**config.mk**
```make
export PLATFORM = sky130hd
export DESIGN_NAME = rfb_frame_buffer
export DESIGN_NICKNAME = d
export VERILOG_FILES = /design/src/hdl/rfb_frame_buffer.v /design/src/hdl/rfb_sync2.v
export VERILOG_INCLUDE_DIRS = /design/src /design/src/hdl
export SDC_FILE = /design/constraint.sdc
export NUM_CORES = 2
export LEC_CHECK = 0
export BUFFER_PORTS_ARGS = -buffer_cell sky130_fd_sc_hd__buf_2
export CAP_MARGIN = 10
export CORE_ASPECT_RATIO = 0.9
export CORE_UTILIZATION = 50
export DETAILED_ROUTE_END_ITERATION = 6
export PLACE_DENSITY = 0.76
export SLEW_MARGIN = 20
export SYNTH_ARGS = -nofsm -noshare
export SYNTH_HDL_FRONTEND = slang
export SYNTH_SLANG_ARGS = --single-unit
```
**constraint.sdc**
```tcl
create_clock -name i_sys_clk -period 4.4 [get_ports i_sys_clk]
set_input_delay 0 -clock i_sys_clk [delete_from_list [all_inputs] [get_ports i_sys_clk]]
set_output_delay 0 -clock i_sys_clk [all_outputs]
set_load 0.01 [all_outputs]
```
**src/hdl/rfb_regs.vh**
```
// Constants for the radio frame buffer: register map, fields, sizes and timing.
// Assumes a 25 MHz system clock; included by the frame buffer design files.
`ifndef RFB_REGS_VH
`define RFB_REGS_VH
`define RFB_ADDR_TX_POWER_FCS_CTRL  6'h05
`define RFB_TX_POWER_FCS_CTRL_RESET 8'h00
`define RFB_AUTO_FCS_BIT            7
`define RFB_PA_POWER_MSB            3
`define RFB_PA_POWER_LSB            0
`define RFB_CTRL_WRITE_MASK         8'h8F
`define RFB_DEPTH                   128
`define RFB_PTR_W                   7
`define RFB_PTR_ZERO                7'h00
`define RFB_PTR_ONE                 7'h01
`define RFB_PTR_LAST                7'h7F
`define RFB_CLK_MHZ                 25
`define RFB_RX_WRITE_DELAY_US       32
`define RFB_UR_VALID_US             64
`define RFB_RX_WRITE_DELAY_CYC      (`RFB_RX_WRITE_DELAY_US * `RFB_CLK_MHZ)
`define RFB_UR_VALID_CYC            (`RFB_UR_VALID_US * `RFB_CLK_MHZ)
`define RFB_TMR_W                   11
`define RFB_TMR_ZERO                11'h000
`define RFB_TMR_ONE                 11'h001
`define RFB_FCS_INIT                16'h0000
`define RFB_FCS_POLY_REV            16'h8408
`define RFB_FCS_BYTES               2
`define RFB_BYTE_ZERO               8'h00
`endif

```
**src/hdl/rfb_frame_buffer.v**
```verilog
// Radio frame buffer: 128-byte dual-port store with host and baseband ports,
// underrun detection and the transmit power / auto checksum control register.
// Assumes host strobes come from logic on i_sys_clk; the sleep, power-on and
// transmit trigger pins are asynchronous and are synchronised here.
`timescale 1ns/10ps
`include "rfb_regs.vh"
module rfb_frame_buffer (
    input  wire                  i_sys_clk,
    input  wire                  i_reset,
    input  wire                  i_clk_en,
    input  wire                  i_sleep_state,
    input  wire                  i_power_on_state,
    input  wire                  i_sleep_tx_trigger_pin,
    input  wire                  i_reg_wr,
    input  wire                  i_reg_rd,
    input  wire [5:0]            i_reg_addr,
    input  wire [7:0]            i_reg_wdata,
    output reg  [7:0]            o_reg_rdata,
    input  wire                  i_host_frame_mode,
    input  wire                  i_host_start,
    input  wire                  i_host_rd,
    input  wire                  i_host_wr,
    input  wire [6:0]            i_host_addr,
    input  wire [7:0]            i_host_wdata,
    output reg  [7:0]            o_host_rdata,
    output reg                   o_host_rvalid,
    input  wire                  i_underrun_ack,
    output reg                   o_buffer_underrun_event,
    input  wire                  i_rx_state,
    input  wire                  i_auto_retry_tx_state,
    input  wire                  i_rx_start,
    input  wire                  i_rx_byte_valid,
    input  wire [7:0]            i_rx_byte,
    input  wire                  i_rx_done,
    input  wire [7:0]            i_link_quality_value,
    output reg  [7:0]            o_rx_length,
    input  wire                  i_tx_start,
    input  wire                  i_tx_byte_req,
    output reg  [7:0]            o_tx_byte,
    output reg                   o_tx_byte_valid,
    output reg                   o_tx_trigger_edge,
    output wire [3:0]            o_pa_power_level,
    output wire                  o_auto_fcs_en,
    output wire                  o_buffer_powered
);
    localparam BB_IDLE = 3'b001;
    localparam BB_RX   = 3'b010;
    localparam BB_TX   = 3'b100;

    reg  [7:0]  mem [0:`RFB_DEPTH-1];
    reg  [7:0]  tx_power_fcs_ctrl;
    reg  [2:0]  bb_state;
    reg  [6:0]  host_ptr;
    reg  [6:0]  bb_ptr;
    reg  [7:0]  tx_len;
    reg  [10:0] rx_timer;
    reg         rx_armed;
    reg         rx_storing;
    reg         host_reading;
    reg         host_writing;
    reg         host_len_pending;
    reg         trig_q;
    reg  [15:0] fcs;
    reg  [15:0] next_fcs;
    reg  [1:0]  fcs_idx;
    integer     k;

    wire sleep_s;
    wire pon_s;
    wire trig_s;
    wire powered;
    wire rx_store_ok;
    wire host_rd_ok;
    wire host_wr_ok;
    wire read_violation;
    wire write_violation;
    wire ur_window_ok;
    wire tx_in_fcs;
    wire [7:0] tx_data_count;

    rfb_sync2 u_sync_sleep (
        .i_sys_clk (i_sys_clk),
        .i_reset   (i_reset),
        .i_clk_en  (i_clk_en),
        .i_async   (i_sleep_state),
        .o_sync    (sleep_s)
    );
    rfb_sync2 u_sync_pon (
        .i_sys_clk (i_sys_clk),
        .i_reset   (i_reset),
        .i_clk_en  (i_clk_en),
        .i_async   (i_power_on_state),
        .o_sync    (pon_s)
    );
    rfb_sync2 u_sync_trig (
        .i_sys_clk (i_sys_clk),
        .i_reset   (i_reset),
        .i_clk_en  (i_clk_en),
        .i_async   (i_sleep_tx_trigger_pin),
        .o_sync    (trig_s)
    );

    assign powered          = ~sleep_s & ~pon_s;
    assign o_buffer_powered = powered;
    assign o_pa_power_level = tx_power_fcs_ctrl[`RFB_PA_POWER_MSB:`RFB_PA_POWER_LSB];
    assign o_auto_fcs_en    = tx_power_fcs_ctrl[`RFB_AUTO_FCS_BIT];

    assign rx_store_ok = rx_storing & i_rx_byte_valid & powered;
    assign host_rd_ok  = i_host_rd & powered;
    assign host_wr_ok  = i_host_wr & powered;

    assign read_violation  = host_rd_ok & host_reading & ~host_len_pending
                             & (bb_state == BB_RX) & (host_ptr >= bb_ptr);
    assign write_violation = host_wr_ok & host_writing & (bb_state == BB_TX)
                             & (host_ptr <= bb_ptr);
    assign ur_window_ok = ~rx_armed | (rx_timer >= `RFB_UR_VALID_CYC);

    assign tx_data_count = (tx_len > 8'h00) ? tx_len : 8'h01;
    assign tx_in_fcs     = o_auto_fcs_en &&
                           ({1'b0, bb_ptr} + `RFB_FCS_BYTES >= {1'b0, tx_data_count});

    always @* begin
        next_fcs = fcs;
        for (k = 0; k < 8; k = k + 1) begin
            if (next_fcs[0] ^ o_tx_byte[k]) begin
                next_fcs = (next_fcs >> 1) ^ `RFB_FCS_POLY_REV;
            end else begin
                next_fcs = next_fcs >> 1;
            end
        end
    end

    always @(posedge i_sys_clk or posedge i_reset) begin
        if (i_reset) begin
            tx_power_fcs_ctrl <= `RFB_TX_POWER_FCS_CTRL_RESET;
            o_reg_rdata       <= `RFB_BYTE_ZERO;
        end else if (i_clk_en) begin
            if (i_reg_wr && i_reg_addr == `RFB_ADDR_TX_POWER_FCS_CTRL) begin
                tx_power_fcs_ctrl <= i_reg_wdata & `RFB_CTRL_WRITE_MASK;
            end
            if (i_reg_rd && i_reg_addr == `RFB_ADDR_TX_POWER_FCS_CTRL) begin
                o_reg_rdata <= tx_power_fcs_ctrl;
            end else if (i_reg_rd) begin
                o_reg_rdata <= `RFB_BYTE_ZERO;
            end
        end
    end

    always @(posedge i_sys_clk) begin
        if (i_clk_en) begin
            if (host_wr_ok && !(i_host_frame_mode && host_len_pending)) begin
                mem[i_host_frame_mode ? host_ptr : i_host_addr] <= i_host_wdata;
            end
            if (rx_store_ok) begin
                mem[bb_ptr] <= i_rx_byte;
            end else if (rx_storing && i_rx_done && powered) begin
                mem[bb_ptr] <= i_link_quality_value;
            end
        end
    end

    always @(posedge i_sys_clk or posedge i_reset) begin
        if (i_reset) begin
            bb_state          <= BB_IDLE;
            host_ptr          <= `RFB_PTR_ZERO;
            bb_ptr            <= `RFB_PTR_ZERO;
            tx_len            <= `RFB_BYTE_ZERO;
            o_rx_length       <= `RFB_BYTE_ZERO;
            rx_timer          <= `RFB_TMR_ZERO;
            rx_armed          <= 1'b0;
            rx_storing        <= 1'b0;
            host_reading      <= 1'b0;
            host_writing      <= 1'b0;
            host_len_pending  <= 1'b0;
            trig_q            <= 1'b0;
            fcs               <= `RFB_FCS_INIT;
            fcs_idx           <= 2'b00;
            o_host_rdata      <= `RFB_BYTE_ZERO;
            o_host_rvalid     <= 1'b0;
            o_tx_byte         <= `RFB_BYTE_ZERO;
            o_tx_byte_valid   <= 1'b0;
            o_tx_trigger_edge <= 1'b0;
            o_buffer_underrun_event <= 1'b0;
        end else if (i_clk_en) begin
            trig_q            <= trig_s;
            o_tx_trigger_edge <= trig_s & ~trig_q;
            o_host_rvalid     <= 1'b0;
            o_tx_byte_valid   <= 1'b0;
            if (i_host_start) begin
                host_ptr         <= `RFB_PTR_ZERO;
                host_reading     <= 1'b0;
                host_writing     <= 1'b0;
                host_len_pending <= i_host_frame_mode;
            end
            if (host_rd_ok) begin
                o_host_rvalid <= 1'b1;
                if (!i_host_frame_mode) begin
                    o_host_rdata <= mem[i_host_addr];
                end else if (host_len_pending) begin
                    o_host_rdata     <= o_rx_length;
                    host_len_pending <= 1'b0;
                    host_reading     <= 1'b1;
                end else begin
                    o_host_rdata <= mem[host_ptr];
                    host_ptr     <= host_ptr + `RFB_PTR_ONE;
                    host_reading <= 1'b1;
                end
            end
            if (host_wr_ok && i_host_frame_mode) begin
                host_writing <= 1'b1;
                if (host_len_pending) begin
                    tx_len           <= i_host_wdata;
                    host_len_pending <= 1'b0;
                end else begin
                    host_ptr <= host_ptr + `RFB_PTR_ONE;
                end
            end
            if ((read_violation && ur_window_ok) || write_violation) begin
                o_buffer_underrun_event <= 1'b1;
            end else if (i_underrun_ack) begin
                o_buffer_underrun_event <= 1'b0;
            end
            if (rx_armed && rx_timer != `RFB_TMR_W'h7FF) begin
                rx_timer <= rx_timer + `RFB_TMR_ONE;
            end
            case (bb_state)
                BB_IDLE: begin
                    if (i_tx_start && powered) begin
                        bb_state <= BB_TX;
                        bb_ptr   <= `RFB_PTR_ZERO;
                        fcs      <= `RFB_FCS_INIT;
                        fcs_idx  <= 2'b00;
                    end
                end
                BB_RX: begin
                    if (!rx_storing && rx_timer >= `RFB_RX_WRITE_DELAY_CYC - 1) begin
                        rx_storing <= 1'b1;
                        bb_ptr     <= `RFB_PTR_ZERO;
                    end
                    if (rx_store_ok && bb_ptr != `RFB_PTR_LAST) begin
                        bb_ptr <= bb_ptr + `RFB_PTR_ONE;
                    end
                    if (i_rx_done) begin
                        bb_state   <= BB_IDLE;
                        rx_storing <= 1'b0;
                        rx_armed   <= 1'b0;
                    end
                end
                BB_TX: begin
                    if (i_tx_byte_req) begin
                        o_tx_byte_valid <= 1'b1;
                        if (tx_in_fcs) begin
                            o_tx_byte <= (fcs_idx == 2'b00) ? fcs[7:0] : fcs[15:8];
                            fcs_idx   <= fcs_idx + 2'b01;
                        end else begin
                            o_tx_byte <= mem[bb_ptr];
                        end
                        if ({1'b0, bb_ptr} + 8'h01 >= tx_data_count) begin
                            bb_state <= BB_IDLE;
                        end else begin
                            bb_ptr <= bb_ptr + `RFB_PTR_ONE;
                        end
                    end
                    if (o_tx_byte_valid && fcs_idx == 2'b00) begin
                        fcs <= next_fcs;
                    end
                end
                default: begin
                    bb_state <= BB_IDLE;
                end
            endcase
            if (i_rx_start && i_rx_state && !i_auto_retry_tx_state && powered) begin
                bb_state   <= BB_RX;
                rx_armed   <= 1'b1;
                rx_storing <= 1'b0;
                rx_timer   <= `RFB_TMR_ZERO;
                if (host_reading && i_host_frame_mode) begin
                    o_buffer_underrun_event <= 1'b1;
                end
            end
            if (i_rx_start && i_rx_state && !i_auto_retry_tx_state) begin
                o_rx_length <= `RFB_BYTE_ZERO;
            end
            if (rx_store_ok) begin
                o_rx_length <= o_rx_length + 8'h01;
            end
            if (!powered) begin
                bb_state         <= BB_IDLE;
                rx_storing       <= 1'b0;
                rx_armed         <= 1'b0;
                tx_len           <= `RFB_BYTE_ZERO;
                o_rx_length      <= `RFB_BYTE_ZERO;
                host_reading     <= 1'b0;
                host_writing     <= 1'b0;
                host_len_pending <= 1'b0;
            end
        end
    end
endmodule

```
**src/hdl/rfb_sync2.v**
```verilog
// Two flip-flop synchroniser for one level from outside the clock domain.
// Assumes the input is asynchronous to i_sys_clk.
`timescale 1ns/10ps
module rfb_sync2 (
    input  wire i_sys_clk,
    input  wire i_reset,
    input  wire i_clk_en,
    input  wire i_async,
    output reg  o_sync
);
    reg stage1;

    always @(posedge i_sys_clk or posedge i_reset) begin
        if (i_reset) begin
            stage1 <= 1'b0;
            o_sync <= 1'b0;
        end else if (i_clk_en) begin
            stage1 <= i_async;
            o_sync <= stage1;
        end
    end
endmodule

```
==> results by group <==
Setup path
  – CP Data Required Time: 4920 ps
  – R2R cell count: 8
  – Endpoint class of the critical path: flip-flop
  – RR Endpoint: mem[27][3]
  – RR Startpoint: host_ptr[0]
  – CP cell instances: buf_12 -> nor2b_1 -> nand2_1 -> o21ai_0 -> nand3_1 -> buf_4 -> o22ai_1 -> buf_4
  – Critical path class: reg2reg
  – Slowest CP cell: nor2b_1
  – Delay-heaviest family, CP: simple AND/OR/NAND/NOR gates
  – CP Max Fanout: 33
  – Most used cell, CP: buf_4
  – Crit path buffers/inverters: 3
  – Register-to-register setup slack: 180 ps
  – Critical Path Source Type: flip-flop
  – CP peak stage delay: 1030 ps
  – Crit path DAT: 4730 ps

Hold path
  – Worst Hold End: mem[90][0]
  – HP Class: in2reg
  – Hold path start: i_link_quality_value[0]
  – Worst Hold Depth: 4

Floorplan
  – Io pins: 107
  – FP Rows: 135
  – Total core area: 151000 um^2
  – Initial Util: 50.5%
  – Die height: 372 um
  – Die width: 413 um
  – Die area: 154000 um^2

STA
  – Normalized max-slew margin: 11.0%
  – Fin Setup TNS: 0 ps
  – # setup viols final: 0
  – Clock skew: 39.7 ps
  – RSZ-0062 raised after global routing: no
  – Worst-Margin Slew: 1330 ps
  – Max-slew violations: 0
  – Max Fclk: 237 MHz
  – Hold Vio Cnt, Final: 0
  – Final period util: 95.8%
  – Final Critical Period: 4220 ps

Final layout
  – Final Util: 57.2%
  – FILL cells: 12000
  – Area grow syn2layout: 13.3%
  – Fin nets: 6357
  – Layout cell share with drive strength beyond 1: 31.5%
  – Post-route design area: 86300 um^2

Outcome
  – Status: complete, no violations

Synth
  – Synth Register Bits: 1128
  – Seq/Total Area, Yosys: 43.8%
  – Main synth FF type: edfxtp_1
  – Async SR Flop Fraction: 9.22%
  – Area leader, netlist: edfxtp_1
  – Top cells by count, synth: edfxtp_1, mux4_2, nand2_1
  – Top-area cell type share of the netlist area: 40.4%
  – Number of synthesized flops with an enable pin: 1024
  – Yosys cell types: 84
  – Mapped Area: 76100 um^2
  – Top-count cell post-synth: edfxtp_1
  – Syn_area_per_cell: 12.5 um^2
  – Synth top area cells: edfxtp_1, mux4_2, mux2_2
  – Post-Synthesis Cells: 6092
  – YS warnings: 0

Global routing
  – Total congestion overflow: 0
  – Largest net degree at the start of global routing: 130
  – Initial antenna violation count: 31
  – Vias in the first global route: 60200
  – First-pass GRT wire length: 477000 um
  – All-Layer GR Usage: 44.8%

Clocking
  – Cts repair resizes: 0
  – Worst-path clk slew: 60 ps
  – Hold buffer count at CTS: 84
  – Clock Latency Late Sink: 840 ps
  – Root Buffer: clkbuf_16
  – Clock sink count: 1128
  – H-Tree Depth: 4
  – Num CTS Buffers: 131
  – Post-CTS setup buffer count: 0
  – CTS tree: built
  – Clock buffer depth: 3

Job
  – Max_cap viols: 0

Power and ir drop
  – Leak Pwr: 30.0 nW
  – Max VDD drop: 0.425 mV
  – Pwr/cell area: 332 nW/um^2

Route
  – DRT iter0 DRCs: 12900
  – Via count: 64900
  – Overall routed net length: 348000 um
  – Antenna-violating nets left: 0
  – First drt pass iteration count: 7
  – Via density: 7.75
  – DRC errors left: 0
  – WL per Instance: 41.6 um

Placed design
  – IO Port Bufs: 100
  – Detail Placement HPWL: 236000 um
  – GPL Wtd Cong: 1.11
  – Area post-placement: 81100 um^2
## kinds of logic (layout without fill, tap and decap cells)
group / Yosys count / in the layout / share of synthesized area (%)
muxes: 1571 / 1571 / 31.5
AOI/OAI and AO/OA: 1400 / 1400 / 11.4
and+or+nand+nor: 1208 / 1208 / 8.08
DFF: 1128 / 1128 / 43.8
buffers and inverters: 709 / 980 / 4.19
xor gates and xnor gates: 42 / 42 / 0.483
adders and majority gates: 33 / 33 / 0.542
other: 1 / 24 / 0.00493
## worst max path at each step
stage                         from           to  slack [ps]  cells past startpoint
2_1_floorplan            bb_ptr[2]  bb_state[2]         820                     13
3_3_place_gp           host_ptr[0]   mem[27][1]         540                      8
3_5_place_dp           host_ptr[0]   mem[27][1]         530                      8
4_1_cts        u_sync_sleep.o_sync   mem[64][0]         340                      6
5_1_grt        u_sync_sleep.o_sync   mem[76][6]         150                      8
6_report               host_ptr[0]   mem[27][3]         180                      8
## routing by layer
| layer | routed length (um) | part of all wire, % | up-vias | track usage (%) |
|---|---|---|---|---|
| li1 | - | - | 24600 | - |
| met1 | 116000 | 33 | 31900 | 56.6 |
| met2 | 140000 | 40 | 6797 | 61.4 |
| met3 | 64500 | 19 | 1566 | 21.5 |
| met4 | 27700 | 8.0 | 33 | 27.8 |
| met5 | 523 | 0.15 | - | 1.13 |
## power by group
group / leakage, nW / internal [W] / switching, W / total [W]
Clock: 2.10 / 0.00645 / 0.00488 / 0.0113
Combinational: 17.3 / 0.00199 / 0.00322 / 0.00521
Sequential: 10.6 / 0.0118 / 0.000296 / 0.0121
Total: 30.0 / 0.0203 / 0.00840 / 0.0287
## through the flow
stage                     power, W  cells  hold slack, ps  worst slack, ps
after global placement      0.0171   8027             183              537
after detailed placement    0.0172   8027             188              527
after global routing        0.0290   8356            71.6              151
after CTS                   0.0283   8350           0.252              336
final                       0.0287   8372            67.7              184
after floorplan             0.0151   6094             151              825
## layout by cell type (no fill, tap or decap), types with 70 or more instances in the layout
| cell | Yosys | routed |
|---|---|---|
| edfxtp_1 | 1024 | 1024 |
| mux4_2 | 605 | 605 |
| nand2_1 | 554 | 554 |
| o21ai_0 | 552 | 547 |
| mux2_2 | 475 | 474 |
| buf_4 | 78 | 456 |
| mux2i_1 | 429 | 421 |
| nor2_1 | 257 | 253 |
| a21oi_1 | 249 | 249 |
| clkbuf_16 | 0 | 136 |
| nand3_1 | 116 | 116 |
| a22oi_1 | 111 | 111 |
| a221oi_1 | 105 | 105 |
| o22ai_1 | 96 | 96 |
| dfrtp_1 | 103 | 96 |
| buf_2 | 114 | 88 |
| dlygate4sd3_1 | 0 | 85 |
| buf_12 | 0 | 70 |
## state kept, by name, summed over array words and instances, names as in the netlist, 2 cells and up
signal and cells:
tx_len 8, o_reg_rdata 5, o_rx_length 8, fcs 16, o_host_rdata 8, fcs_idx 2, bb_state 3, bb_ptr 7
mem 1024, tx_power_fcs_ctrl 5, host_ptr 7, o_tx_byte 8, rx_timer 11
## tightest hold or removal path: cells and delay by family
family,cells,cell delay [ps]
buffers and inverters,2,370
AOI/OAI and AO/OA,1,120
muxes,1,270
## area by class of cell
class / instances / area, um^2 / share of cell area (%)
antenna: 21 / 52.6 / 0.0609
clock buffer: 173 / 3610 / 4.19
clock inverter: 66 / 678 / 0.786
sequential: 1128 / 33400 / 38.7
multi-input combinational: 4257 / 39800 / 46.1
tap: 1986 / 2480 / 2.88
inverter: 40 / 153 / 0.177
timing repair buffer: 701 / 6150 / 7.12
Note: power is estimated with default switching activity, not from simulation.
